### config.mk
export PLATFORM = sky130hd
export DESIGN_NAME = nco_modulation_control
export DESIGN_NICKNAME = d
export VERILOG_FILES = /design/src/core/nco_mod_pkg.sv /design/src/core/nco_modulation_control.sv
export SDC_FILE = /design/constraint.sdc
export NUM_CORES = 1
export LEC_CHECK = 0
export ABC_AREA = 1
export BUFFER_PORTS_ARGS = -buffer_cell sky130_fd_sc_hd__buf_4
export CORE_MARGIN = 5
export CORE_UTILIZATION = 40
export CTS_CLUSTER_DIAMETER = 60
export DETAILED_ROUTE_END_ITERATION = 8
export GPL_TIMING_DRIVEN = 0
export SLEW_MARGIN = 20
export SYNTH_ARGS = -nofsm -noshare
export SYNTH_HDL_FRONTEND = slang
export SYNTH_SLANG_ARGS = --single-unit
### constraint.sdc
create_clock -name clk_i -period 3.2 [get_ports clk_i]
set_input_delay 0.16 -clock clk_i [delete_from_list [all_inputs] [get_ports clk_i]]
set_output_delay 0.16 -clock clk_i [all_outputs]
set_load 0.02 [all_outputs]
### src/core/nco_mod_pkg.sv
package nco_mod_pkg;
    // ==========================================================
    // widths
    localparam int ACC_W  = 48;
    localparam int BYTE_W = 8;
    localparam int ADDR_W = 4;
    localparam int NBYTES = ACC_W / BYTE_W;

    // ==========================================================
    // register indices
    localparam logic [ADDR_W-1:0] CENTER_BASE  = 4'h0;
    localparam logic [ADDR_W-1:0] OFFSET_BASE  = 4'h6;
    localparam logic [ADDR_W-1:0] PHASE_STATUS = 4'hc;
    localparam logic [ADDR_W-1:0] CONTROL_IDX  = 4'hd;
    localparam int               FEEDBACK_BIT = 5;

    // ==========================================================
    // reset values
    localparam logic [ACC_W-1:0]  CENTER_RST  = 48'h4000_0000_0000;
    localparam logic [ACC_W-1:0]  OFFSET_RST  = 48'h0000_0000_0000;
    localparam logic [BYTE_W-1:0] CONTROL_RST = 8'h20;

    // ==========================================================
    // timing: pin to phase output, in clocks; the first synchroniser
    // flop samples the pin at edge zero, so the chain holds one flop more
    // than the latency; the tail is step, accumulator and phase registers
    localparam int LATENCY  = 14;
    localparam int SYNC_LEN = 2;
    localparam int TAIL_LEN = 3;
    localparam int DLY_LEN  = LATENCY + 1 - SYNC_LEN - TAIL_LEN;

    typedef struct packed {
        logic       offset_en;
        logic [1:0] phase_sel;
    } mod_pins_s;
endpackage

### src/core/nco_modulation_control.sv
// The address map and the plain strobed port are this design's own decisions.
`timescale 1ns/1ps
module nco_modulation_control (
    // clock and reset
    input  wire logic                               clk_i,
    input  wire logic                               rst_i,
    // register port
    input  wire logic [nco_mod_pkg::ADDR_W-1:0]     addr_i,
    input  wire logic [nco_mod_pkg::BYTE_W-1:0]     wdata_i,
    input  wire logic                               wr_i,
    input  wire logic                               rd_i,
    output logic      [nco_mod_pkg::BYTE_W-1:0]     rdata_o,
    // modulation pins
    input  wire logic                               offset_freq_enable_pin_i,
    input  wire logic                               phase_select_lsb_i,
    input  wire logic                               phase_select_msb_i,
    // phase to the sine lookup
    output logic      [nco_mod_pkg::ACC_W-1:0]      phase_o
);
    import nco_mod_pkg::*;

    // ==========================================================
    // state
    logic [ACC_W-1:0]  center_reg,  center_next;
    logic [ACC_W-1:0]  offset_reg,  offset_next;
    logic [BYTE_W-1:0] control_reg, control_next;
    logic [BYTE_W-1:0] rdata_reg,   rdata_next;
    mod_pins_s         sync1_reg,   sync1_next;
    mod_pins_s         sync2_reg,   sync2_next;
    mod_pins_s         dly_reg [DLY_LEN];
    mod_pins_s         dly_next [DLY_LEN];
    logic [ACC_W-1:0]  step_reg,    step_next;
    logic              en_step_reg, en_step_next;
    logic [1:0]        ph_a_reg,    ph_a_next;
    logic [1:0]        ph_b_reg,    ph_b_next;
    logic [ACC_W-1:0]  acc_reg,     acc_next;
    logic [ACC_W-1:0]  phase_reg,   phase_next;

    // ==========================================================
    // helpers
    function automatic logic [ACC_W-1:0] put_byte(input logic [ACC_W-1:0] word,
                                                  input logic [ADDR_W-1:0] idx,
                                                  input logic [BYTE_W-1:0] data);
        logic [ACC_W-1:0] res;
        res = word;
        res[idx*BYTE_W +: BYTE_W] = data;
        return res;
    endfunction

    function automatic logic in_range(input logic [ADDR_W-1:0] a, input logic [ADDR_W-1:0] base);
        return (a >= base) && (a < base + ADDR_W'(NBYTES));
    endfunction

    // ==========================================================
    // next values
    always_comb begin
        center_next  = center_reg;
        offset_next  = offset_reg;
        control_next = control_reg;
        rdata_next   = '0;
        // each write strobe changes at most one byte register; unmapped and status addresses change none
        if (wr_i) begin
            if (in_range(addr_i, CENTER_BASE)) begin
                center_next = put_byte(center_reg, addr_i - CENTER_BASE, wdata_i);
            end else if (in_range(addr_i, OFFSET_BASE)) begin
                offset_next = put_byte(offset_reg, addr_i - OFFSET_BASE, wdata_i);
            end else if (addr_i == CONTROL_IDX) begin
                control_next = wdata_i;
            end
        end
        // unmapped addresses read as zero
        if (rd_i) begin
            if (in_range(addr_i, CENTER_BASE)) begin
                rdata_next = center_reg[(addr_i - CENTER_BASE)*BYTE_W +: BYTE_W];
            end else if (in_range(addr_i, OFFSET_BASE)) begin
                rdata_next = offset_reg[(addr_i - OFFSET_BASE)*BYTE_W +: BYTE_W];
            end else if (addr_i == PHASE_STATUS) begin
                rdata_next = phase_reg[ACC_W-1 -: BYTE_W];
            end else if (addr_i == CONTROL_IDX) begin
                rdata_next = control_reg;
            end
        end

        // pins meet two flops before any logic reads them
        sync1_next = mod_pins_s'({offset_freq_enable_pin_i, phase_select_msb_i, phase_select_lsb_i});
        sync2_next = sync1_reg;

        // one delay line for both pin groups keeps them aligned
        dly_next[0] = sync2_reg;
        for (int i = 1; i < DLY_LEN; i++) begin
            dly_next[i] = dly_reg[i-1];
        end

        // a new word every clock, so toggling every other clock is tracked
        en_step_next = dly_reg[DLY_LEN-1].offset_en;
        step_next    = center_reg + (dly_reg[DLY_LEN-1].offset_en ? offset_reg : '0);
        ph_a_next    = dly_reg[DLY_LEN-1].phase_sel;
        ph_b_next    = ph_a_reg;

        // feedback cut while the control bit is low
        if (!control_reg[FEEDBACK_BIT]) begin
            acc_next = '0;
        end else begin
            acc_next = acc_reg + step_reg; // wraps at full width
        end

        // quadrant offset lands on the top two bits; a cleared
        // accumulator leaves only the pin offset, so twin parts align
        phase_next = acc_reg + {ph_b_reg, {(ACC_W-2){1'b0}}};
    end

    // ==========================================================
    // registers
    always_ff @(posedge clk_i) begin
        if (rst_i) begin
            center_reg  <= CENTER_RST;
            offset_reg  <= OFFSET_RST;
            control_reg <= CONTROL_RST;
            rdata_reg   <= '0;
            sync1_reg   <= '0;
            sync2_reg   <= '0;
            for (int i = 0; i < DLY_LEN; i++) begin
                dly_reg[i] <= '0;
            end
            step_reg    <= '0;
            en_step_reg <= 1'b0;
            ph_a_reg    <= '0;
            ph_b_reg    <= '0;
            acc_reg     <= '0;
            phase_reg   <= '0;
        end else begin
            center_reg  <= center_next;
            offset_reg  <= offset_next;
            control_reg <= control_next;
            rdata_reg   <= rdata_next;
            sync1_reg   <= sync1_next;
            sync2_reg   <= sync2_next;
            for (int i = 0; i < DLY_LEN; i++) begin
                dly_reg[i] <= dly_next[i];
            end
            step_reg    <= step_next;
            en_step_reg <= en_step_next;
            ph_a_reg    <= ph_a_next;
            ph_b_reg    <= ph_b_next;
            acc_reg     <= acc_next;
            phase_reg   <= phase_next;
        end
    end

    assign rdata_o = rdata_reg;
    assign phase_o = phase_reg;

    logic [4:0] up_cnt_reg, up_cnt_next;
    // $past reaches twelve clocks back, so checks wait until the pipeline has refilled
    always_comb begin
        up_cnt_next = up_cnt_reg;
        if (up_cnt_reg != 5'h1f) begin
            up_cnt_next = up_cnt_reg + 5'h01;
        end
    end
    always_ff @(posedge clk_i) begin
        if (rst_i) begin
            up_cnt_reg <= '0;
        end else begin
            up_cnt_reg <= up_cnt_next;
        end
    end
    logic warm;
    assign warm = (up_cnt_reg > 5'h10);
endmodule

After elaboration in Yosys (flattened, before gate mapping)
Memories as Yosys holds them, arrays and structs flattened. Index checks and enable logic that the tools add are counted.

Bits in writable memories: 30. Output and inout port bits: 56. ROM bits: 0. Memories: 1. Register bits after elaboration: 266. Bits in latches: 0. Bits of input ports: 19.

Memories: dly_reg (depth 10, width 3, rd ports 10, clocked after Yosys merged registers in 0, write ports 10, RTL line nco_modulation_control.sv:30) `mod_pins_s dly_reg [DLY_LEN];`.

Reduce and logical (&&, ||, !) cells: 7. Mux-type cells: 20. Bitwise gates (word level): 14. Div/mod/pow operators: 0. Magnitude comparators: 4. Eq/ne operators: 2. Add/subtract/negate cells: 7. Shift operators: 6. $mul: 0.

Operator list (count): 48-bit adder (3); 48-bit bitwise mux (2); 8-bit by 34-bit variable shift with 48-bit output, first input constant (2); 8-bit by 34-bit variable part select with 48-bit output (2); 7-bit negator with 34-bit output (2); 48-bit 2-to-1 mux (1); 48-bit by 33-bit variable part select with 8-bit output (1); 48-bit by 8-bit variable part select with 8-bit output (1); 8-bit 2-to-1 mux (4); 3-bit 2-to-1 mux (10); 1-bit bitwise OR (10); 4-bit == test, second input constant (2); 4-bit by 3-bit subtractor with 5-bit output, second input constant (1); 4-bit by 1-bit >= comparator with 1-bit output, second input constant (1); 4-bit by 3-bit >= comparator with 1-bit output, second input constant (1); 4-bit by 3-bit < comparator with 1-bit output, second input constant (1); 4-bit < comparator, second input constant (1); 1-bit inverter (4); 4-bit AND reduction (1); 2-bit OR reduction (2); 4-bit by 3-bit subtractor with 4-bit output, second input constant (1); 1-bit 2-to-1 mux (3); 3-bit AND reduction (1); 1-bit logical AND (2); 2-bit AND reduction (1).

Depth between registers and ports, before layout
Gate-level depths: netlist (run 1).

Depth in word-level cells: 5. Gate-level depth with buffers: 18. Mapped depth without buffers: 16.

Least setup slack after synthesis (run 1)
No wires, ideal clock.

Kind: register -> register. From: mem dly_reg[9][2] (netlist name). To: reg step_reg[32]. Buffers on the path: 2. Cell stages (with the launch flop): 17. Required time: 3.085 ns. Arrival time: 2.212 ns. Slack: 0.873 ns. Cell sequence: dfxtp_1 -> clkbuf_1 -> clkbuf_1 -> nand2_1 -> inv_1 -> ha_1 -> fa_1 -> nand3_1 -> nand3_1 -> nand2_1 -> nand3_1 -> nand2_1 -> nand3_1 -> nand2_1 -> nand3_1 -> nand2_1 -> nor2_1.

RTL lines: start, declared (RTL line nco_modulation_control.sv:30); end signal, assigned (RTL line nco_modulation_control.sv:141) `step_reg <= step_next;`; end, declared (RTL line nco_modulation_control.sv:32) `logic [ACC_W-1:0] step_reg, step_next;`.

==> results_dict.tcl, run 1 <==
set metrics [dict create \
    die_w_um 226 \
    drtPass1Iterations 6 \
    numCtsBuffers 38 \
    finalHoldViolations 0 \
    grt_usage_pct 26.4 \
    status "finished clean" \
    wl_per_cell_um 18.1 \
    synth_area_per_cell_um2 6.17 \
    synthXorXnorAreaFrac_pct 0.188 \
    n_antenna_cell 0 \
    synthesis.area_mm2 0.0187 \
    synthTopCellsByArea "dfxtp_1 (32%), nand2_1 (18%), inv_1 (11%)" \
    power.density_mw_per_mm2 402 \
    critPathCaptureType "register" \
    crit_path_start_kind "register" \
    syn_inst 3026 \
    hold-path-cell-count 3 \
    syn_to_final_growth_pct 14.3 \
    holdWs_ps 36.7 \
    final_nets 3278 \
    r2r_slack_ps 210 \
    cts_buffer_depth 3 \
    clk_pin_slew_ps 60 \
    antenna_found_initial 0 \
    synth_common_cells "nand2_1 (879), inv_1 (553), nor2_1 (413), dfxtp_1 (296), a21oi_1 (242)" \
    cp.required_ps 3670 \
    grt_pass1_wl_um 103000 \
    fmax_ghz 0.335 \
    numPortBuffers 73 \
    dieHeight_um 226 \
    drc 0 \
    leakage_nw 10.8 \
    drv_slew 0 \
    synth_seq_area_share_pct 31.7 \
    synth-adder-area-share_pct 7.38 \
    synthFlopType "dfxtp_1" \
    cts.sinks 296 \
    h-tree-depth 2 \
    grt_pass1_vias 18254 \
    synth_cell_types 50 \
    max-cap-violations 0 \
    ys.warnings.count 0 \
    setup.worst_path.class "register to register" \
    synth_edf_count 0 \
    rsz0062_at_grt "no" \
    worstMarginPinSlew_ps 998 \
    grt_overflow 0 \
    clock-skew-final_ps 22.8 \
    fin_crit_ps 2990 \
    start_util_pct 40.3 \
    power.total_mw 8.57 \
    worstPathMaxFanout 12 \
    synth_compound_area_share_pct 13.7 \
    ir_worst_vdd_mv 0.314 \
    synthArstFlopShare_pct 0 \
    dieArea_mm2 0.0511 \
    synth_nets 3154 \
    synth_top_family_by_area "simple AND/OR/NAND/NOR gates" \
    slew_headroom_pct 33.4 \
    dpl.hpwl_um 56700 \
    io_pins 75 \
    synth_simple_gate_area_share_pct 33.6 \
    place_congestion 1.01 \
    antenna_left 0 \
    num_vias 19051 \
    first_iter_violations 1352 \
    grt_start_max_net_pins 13 \
    synthMuxAreaShare_pct 0 \
    root_buffer "clkbuf_16" \
    reg2reg_depth 14 \
    rows 79 \
    core_mm2 0.0464 \
    drive_above_1_share_pct 7.24 \
    synth_most_common_cell "nand2_1" \
    via_per_inst 5.03 \
    ys_ff_latch 296 \
    synth_top_cell_area_share_pct 31.7 \
    wl_um 68500 \
    setup_viol 0 \
    finalCritPeriodShare_pct 93.4 \
    cts_tree "done" \
    clock_latency_ps 570 \
    hold_class "primary input to register" \
    synth_largest_area_cell "dfxtp_1" \
    cp.arrival_ps 3460 \
]
## per-layer routing
layer	global-route usage [%]	wire length (um)	vias up
met4	16.2	4830	0
met5	0	0	-
met1	31.1	28100	8478
met3	4.04	3990	205
met2	45.0	31600	700
li1	-	-	9668
## power by group
group | internal, mW | switching, mW
logic | 0.158 | 0.427
registers | 3.72 | 0.0295
clock network | 2.53 | 1.71
total | 6.40 | 2.17
## worst max-delay path, cell delays in order (launching register included)
cell and delay (ps):
dfxtp_2 510, clkbuf_1 360, nand2_1 120, inv_1 80, ha_1 220, nand2_1 130
nor2_1 140, inv_1 80, nor2_1 400, nand4_1 160, nand3b_1 270, nand2_1 140
nand3_1 90, nand2_1 50, nor2_1 140
## kinds of logic after synthesis
group / Yosys count
XOR/XNOR: 4
AO/OA/AOI/OAI: 469
flip-flops: 296
AND/OR/NAND/NOR: 1510
buffers and inverters: 638
adder cells (fa/ha/maj): 109
## stage by stage
stage | cells | worst slack [ps] | TNS, ps | util (%) | instance area, um^2
finish | 3785 | 212 | 0 | 46.0 | 21300
global route | 3785 | 6.72 | 0 | 46.0 | 21300
CTS | 3785 | 79.8 | 0 | 46.0 | 21300
detailed placement | 3706 | -42.1 | -58.1 | 43.1 | 20000
global placement | 3706 | -12.6 | -22.9 | 43.1 | 20000
floorplan | 3026 | 873 | 0 | - | 18700
## area by class of cell
| type | instances | area, um^2 |
|---|---|---|
| Inverter | 564 | 2130 |
| Tap cell | 607 | 759 |
| Timing Repair Buffer | 85 | 668 |
| Clock buffer | 52 | 1070 |
| Buffer | 73 | 378 |
| Sequential cell | 296 | 5930 |
| Clock inverter | 16 | 165 |
| Multi-Input combinational cell | 2092 | 10200 |
| Fill cell | 5022 | 25000 |
## final timing paths
check	startpoint	endpoint
max reg2reg	dly_reg[9][2]	step_reg[35]
min reg2reg	dly_reg[3][0]	dly_reg[4][0]
max	dly_reg[9][2]	step_reg[35]
min	rd_i	rdata_o[7]
## layout by cell type (no fill, tap or decap), types with 30 or more instances in the layout
cell type and count:
clkbuf_1 42, inv_1 553, nor3_1 30, nor2_1 413, dfxtp_1 295, o21ai_0 153
nand3_1 104, nand2_1 879, ha_1 107, buf_4 83, a21oi_1 242, clkbuf_16 38
## timing repair
| action | in CTS | in global routing |
|---|---|---|
| hold endpoints to repair | 18 | 0 |
| gates resized for setup | 0 | 3 |
| setup endpoints to repair | 8 | 19 |
| setup buffers | 0 | 0 |
| hold buffers | 12 | 0 |
Note: power is estimated with default switching activity, not from simulation.
==> run 2, diff against run 1 <==
--- a/config.mk
+++ b/config.mk
@@ -9,9 +9,11 @@
 export BUFFER_PORTS_ARGS = -buffer_cell sky130_fd_sc_hd__buf_4
 export CORE_MARGIN = 5
 export CORE_UTILIZATION = 40
+export CTS_BUF_LIST = sky130_fd_sc_hd__clkbuf_8
 export CTS_CLUSTER_DIAMETER = 60
 export DETAILED_ROUTE_END_ITERATION = 8
 export GPL_TIMING_DRIVEN = 0
+export SETUP_SLACK_MARGIN = 0.3
 export SLEW_MARGIN = 20
 export SYNTH_ARGS = -nofsm -noshare
 export SYNTH_HDL_FRONTEND = slang
==> constraint.sdc (replaced) <==
create_clock -name clk_i -period 3.2 [get_ports clk_i]
set_input_delay 0.64 -clock clk_i [delete_from_list [all_inputs] [get_ports clk_i]]
set_output_delay 0.64 -clock clk_i [all_outputs]
set_load 0.02 [all_outputs]
==> run 2 against run 1 <==
Compared with the run above: first-iteration DRC count is 9.4% higher; via count is 0.23% higher; clock skew is 8.9 ps higher; sequential power hardly changed; critical path depth is 1 higher; combinational power is 2% lower; worst setup slack better by 190 ps; final cell count is 0.55% higher; final area is 0.47% lower; global-route usage hardly changed; fmax is 6.7% higher; count of clock-buffer cells in the layout is 13 higher.
==> results_dict.tcl, run 2 (synthesis results as in run 1) <==
set metrics [dict create \
    grt_pass1_vias 18345 \
    power.switching_mw 2.14 \
    combPwrFrac_pct 6.9 \
    fin_util_pct 45.8 \
    numPortBuffers 73 \
    r2r_slack_ps 420 \
    worstMarginPinSlew_ps 957 \
    pwr-share-clk_pct 47.7 \
    wl_per_cell_um 18.0 \
    intPower_mw 6.12 \
    dpl.hpwl_um 56700 \
    io_pins 75 \
    drc 0 \
    multi_input_area_mm2 0.0103 \
    setup_viol 0 \
    start_util_pct 40.3 \
    post-route-worst-setup-slack_ps 401 \
    final_common_cell "nand2_1" \
    clock-skew-final_ps 31.7 \
    p_sw_share_pct 25.9 \
    slew_headroom_pct 36.2 \
    h-tree-depth 2 \
    dieHeight_um 226 \
    antenna_found_initial 0 \
    drive_above_1_share_pct 8.32 \
    cts_tree "done" \
    place_congestion 1.01 \
    status "finished clean" \
    cp.arrival_ps 3300 \
    reg2reg_depth 15 \
    final_nets 3284 \
    power.density_mw_per_mm2 389 \
    setup_tns_ps 0 \
    hp-start "phase_select_lsb_i" \
    wl_um 68500 \
    via_per_inst 5.02 \
    num_vias 19094 \
    leakage_nw 10.9 \
    hold_class "primary input to register" \
    numCtsBuffers 53 \
    dieArea_mm2 0.0511 \
    grt_overflow 0 \
    power.total_mw 8.26 \
    sequentialPowerShare_pct 45.4 \
    core_mm2 0.0464 \
    die_w_um 226 \
    rsz0062_at_grt "no" \
    drv_slew 0 \
    dp_slack_ps -241 \
    n_fill_cell 5039 \
    seqCellArea_mm2 0.00593 \
    root_buffer "clkbuf_8" \
    crit_path_start_kind "primary input" \
    drtPass1Iterations 6 \
    critPathCaptureType "register" \
    holdPathEnd "sync1_reg[0]" \
    ir_worst_vdd_mv 0.329 \
    rows 79 \
    fin_crit_ps 2800 \
    hold-path-cell-count 3 \
    grt_start_max_net_pins 16 \
    first_iter_violations 1479 \
    rr_endpoint "step_reg[35]" \
    grt_usage_pct 26.3 \
    setup.worst_path.class "primary input to register" \
    syn_to_final_growth_pct 13.7 \
    cts_buffer_depth 3 \
    r2r-start "dly_reg[9][2]" \
    holdWs_ps 184 \
    fmax_ghz 0.357 \
    finalHoldViolations 0 \
    clock_latency_ps 660 \
    cts.sinks 296 \
    n_antenna_cell 0 \
    antenna_left 0 \
    max-cap-violations 0 \
    layout_common_cells "nand2_1 (878), inv_1 (568), nor2_1 (410)" \
    worstPathMaxFanout 12 \
    finalCritPeriodShare_pct 87.5 \
    cp.required_ps 3700 \
    clk_pin_slew_ps 60 \
    grt_pass1_wl_um 103000 \
]
## run 2: stage by stage
| stage | instance area, um^2 | std cells |
|---|---|---|
| floorplan | 18700 | 3026 |
| global placement | 20000 | 3706 |
| detailed placement | 20000 | 3706 |
| CTS | 21200 | 3804 |
| global route | 21200 | 3806 |
| finish | 21200 | 3806 |
## run 2: worst max-delay path by stage
stage,start,end,slack (ps),depth (start not counted)
5_1_grt,dly_reg[9][2],step_reg[22],290,15
6_report,addr_i[0],center_reg[38],400,15
3_3_place_gp,addr_i[1],rdata_o[1],-220,13
4_1_cts,dly_reg[9][2],step_reg[38],320,15
2_1_floorplan,addr_i[1],center_reg[6],520,12
3_5_place_dp,addr_i[1],rdata_o[1],-240,13
## run 2: power by group through the flow
stage	Clock, mW	Combinational (mW)	Sequential (mW)
floorplan	0	0.344	3.82
global placement	0	0.559	3.83
detailed placement	0	0.561	3.83
CTS	4.05	0.563	3.75
global route	4.22	0.613	3.75
finish	3.94	0.571	3.75
## run 2: timing repair
item / CTS / global route
setup endpoints to repair: 29 / 26
pin swaps: 1 / 2
buffers inserted: 0 / 2
resized for setup: 8 / 13
hold buffers: 0 / 0
## run 2: area by class of cell
class | instances | share of cell area [%]
Buffer | 74 | 1.84
Clock buffer | 65 | 4.21
Clock inverter | 33 | 1.38
Inverter | 564 | 10.0
Multi-Input combinational cell | 2092 | 48.4
Sequential cell | 296 | 27.9
Tap cell | 607 | 3.58
Timing Repair Buffer | 75 | 2.65
## run 2: worst max-delay path, stage by stage
cell	delay [ps]
buf_4	120
buf_4	180
inv_2	140
buf_2	250
buf_2	330
ha_1	250
buf_6	160
nand2_2	100
nor2_4	270
inv_1	160
o21ai_0	130
nand2_2	150
buf_6	180
a21oi_1	190
a211oi_2	50
## run 2: per-layer routing
layer	global-route usage [%]	wire length, um
met1	31.2	28000
met4	14.1	4410
met5	0	0
met3	4.47	4280
met2	45.5	31800
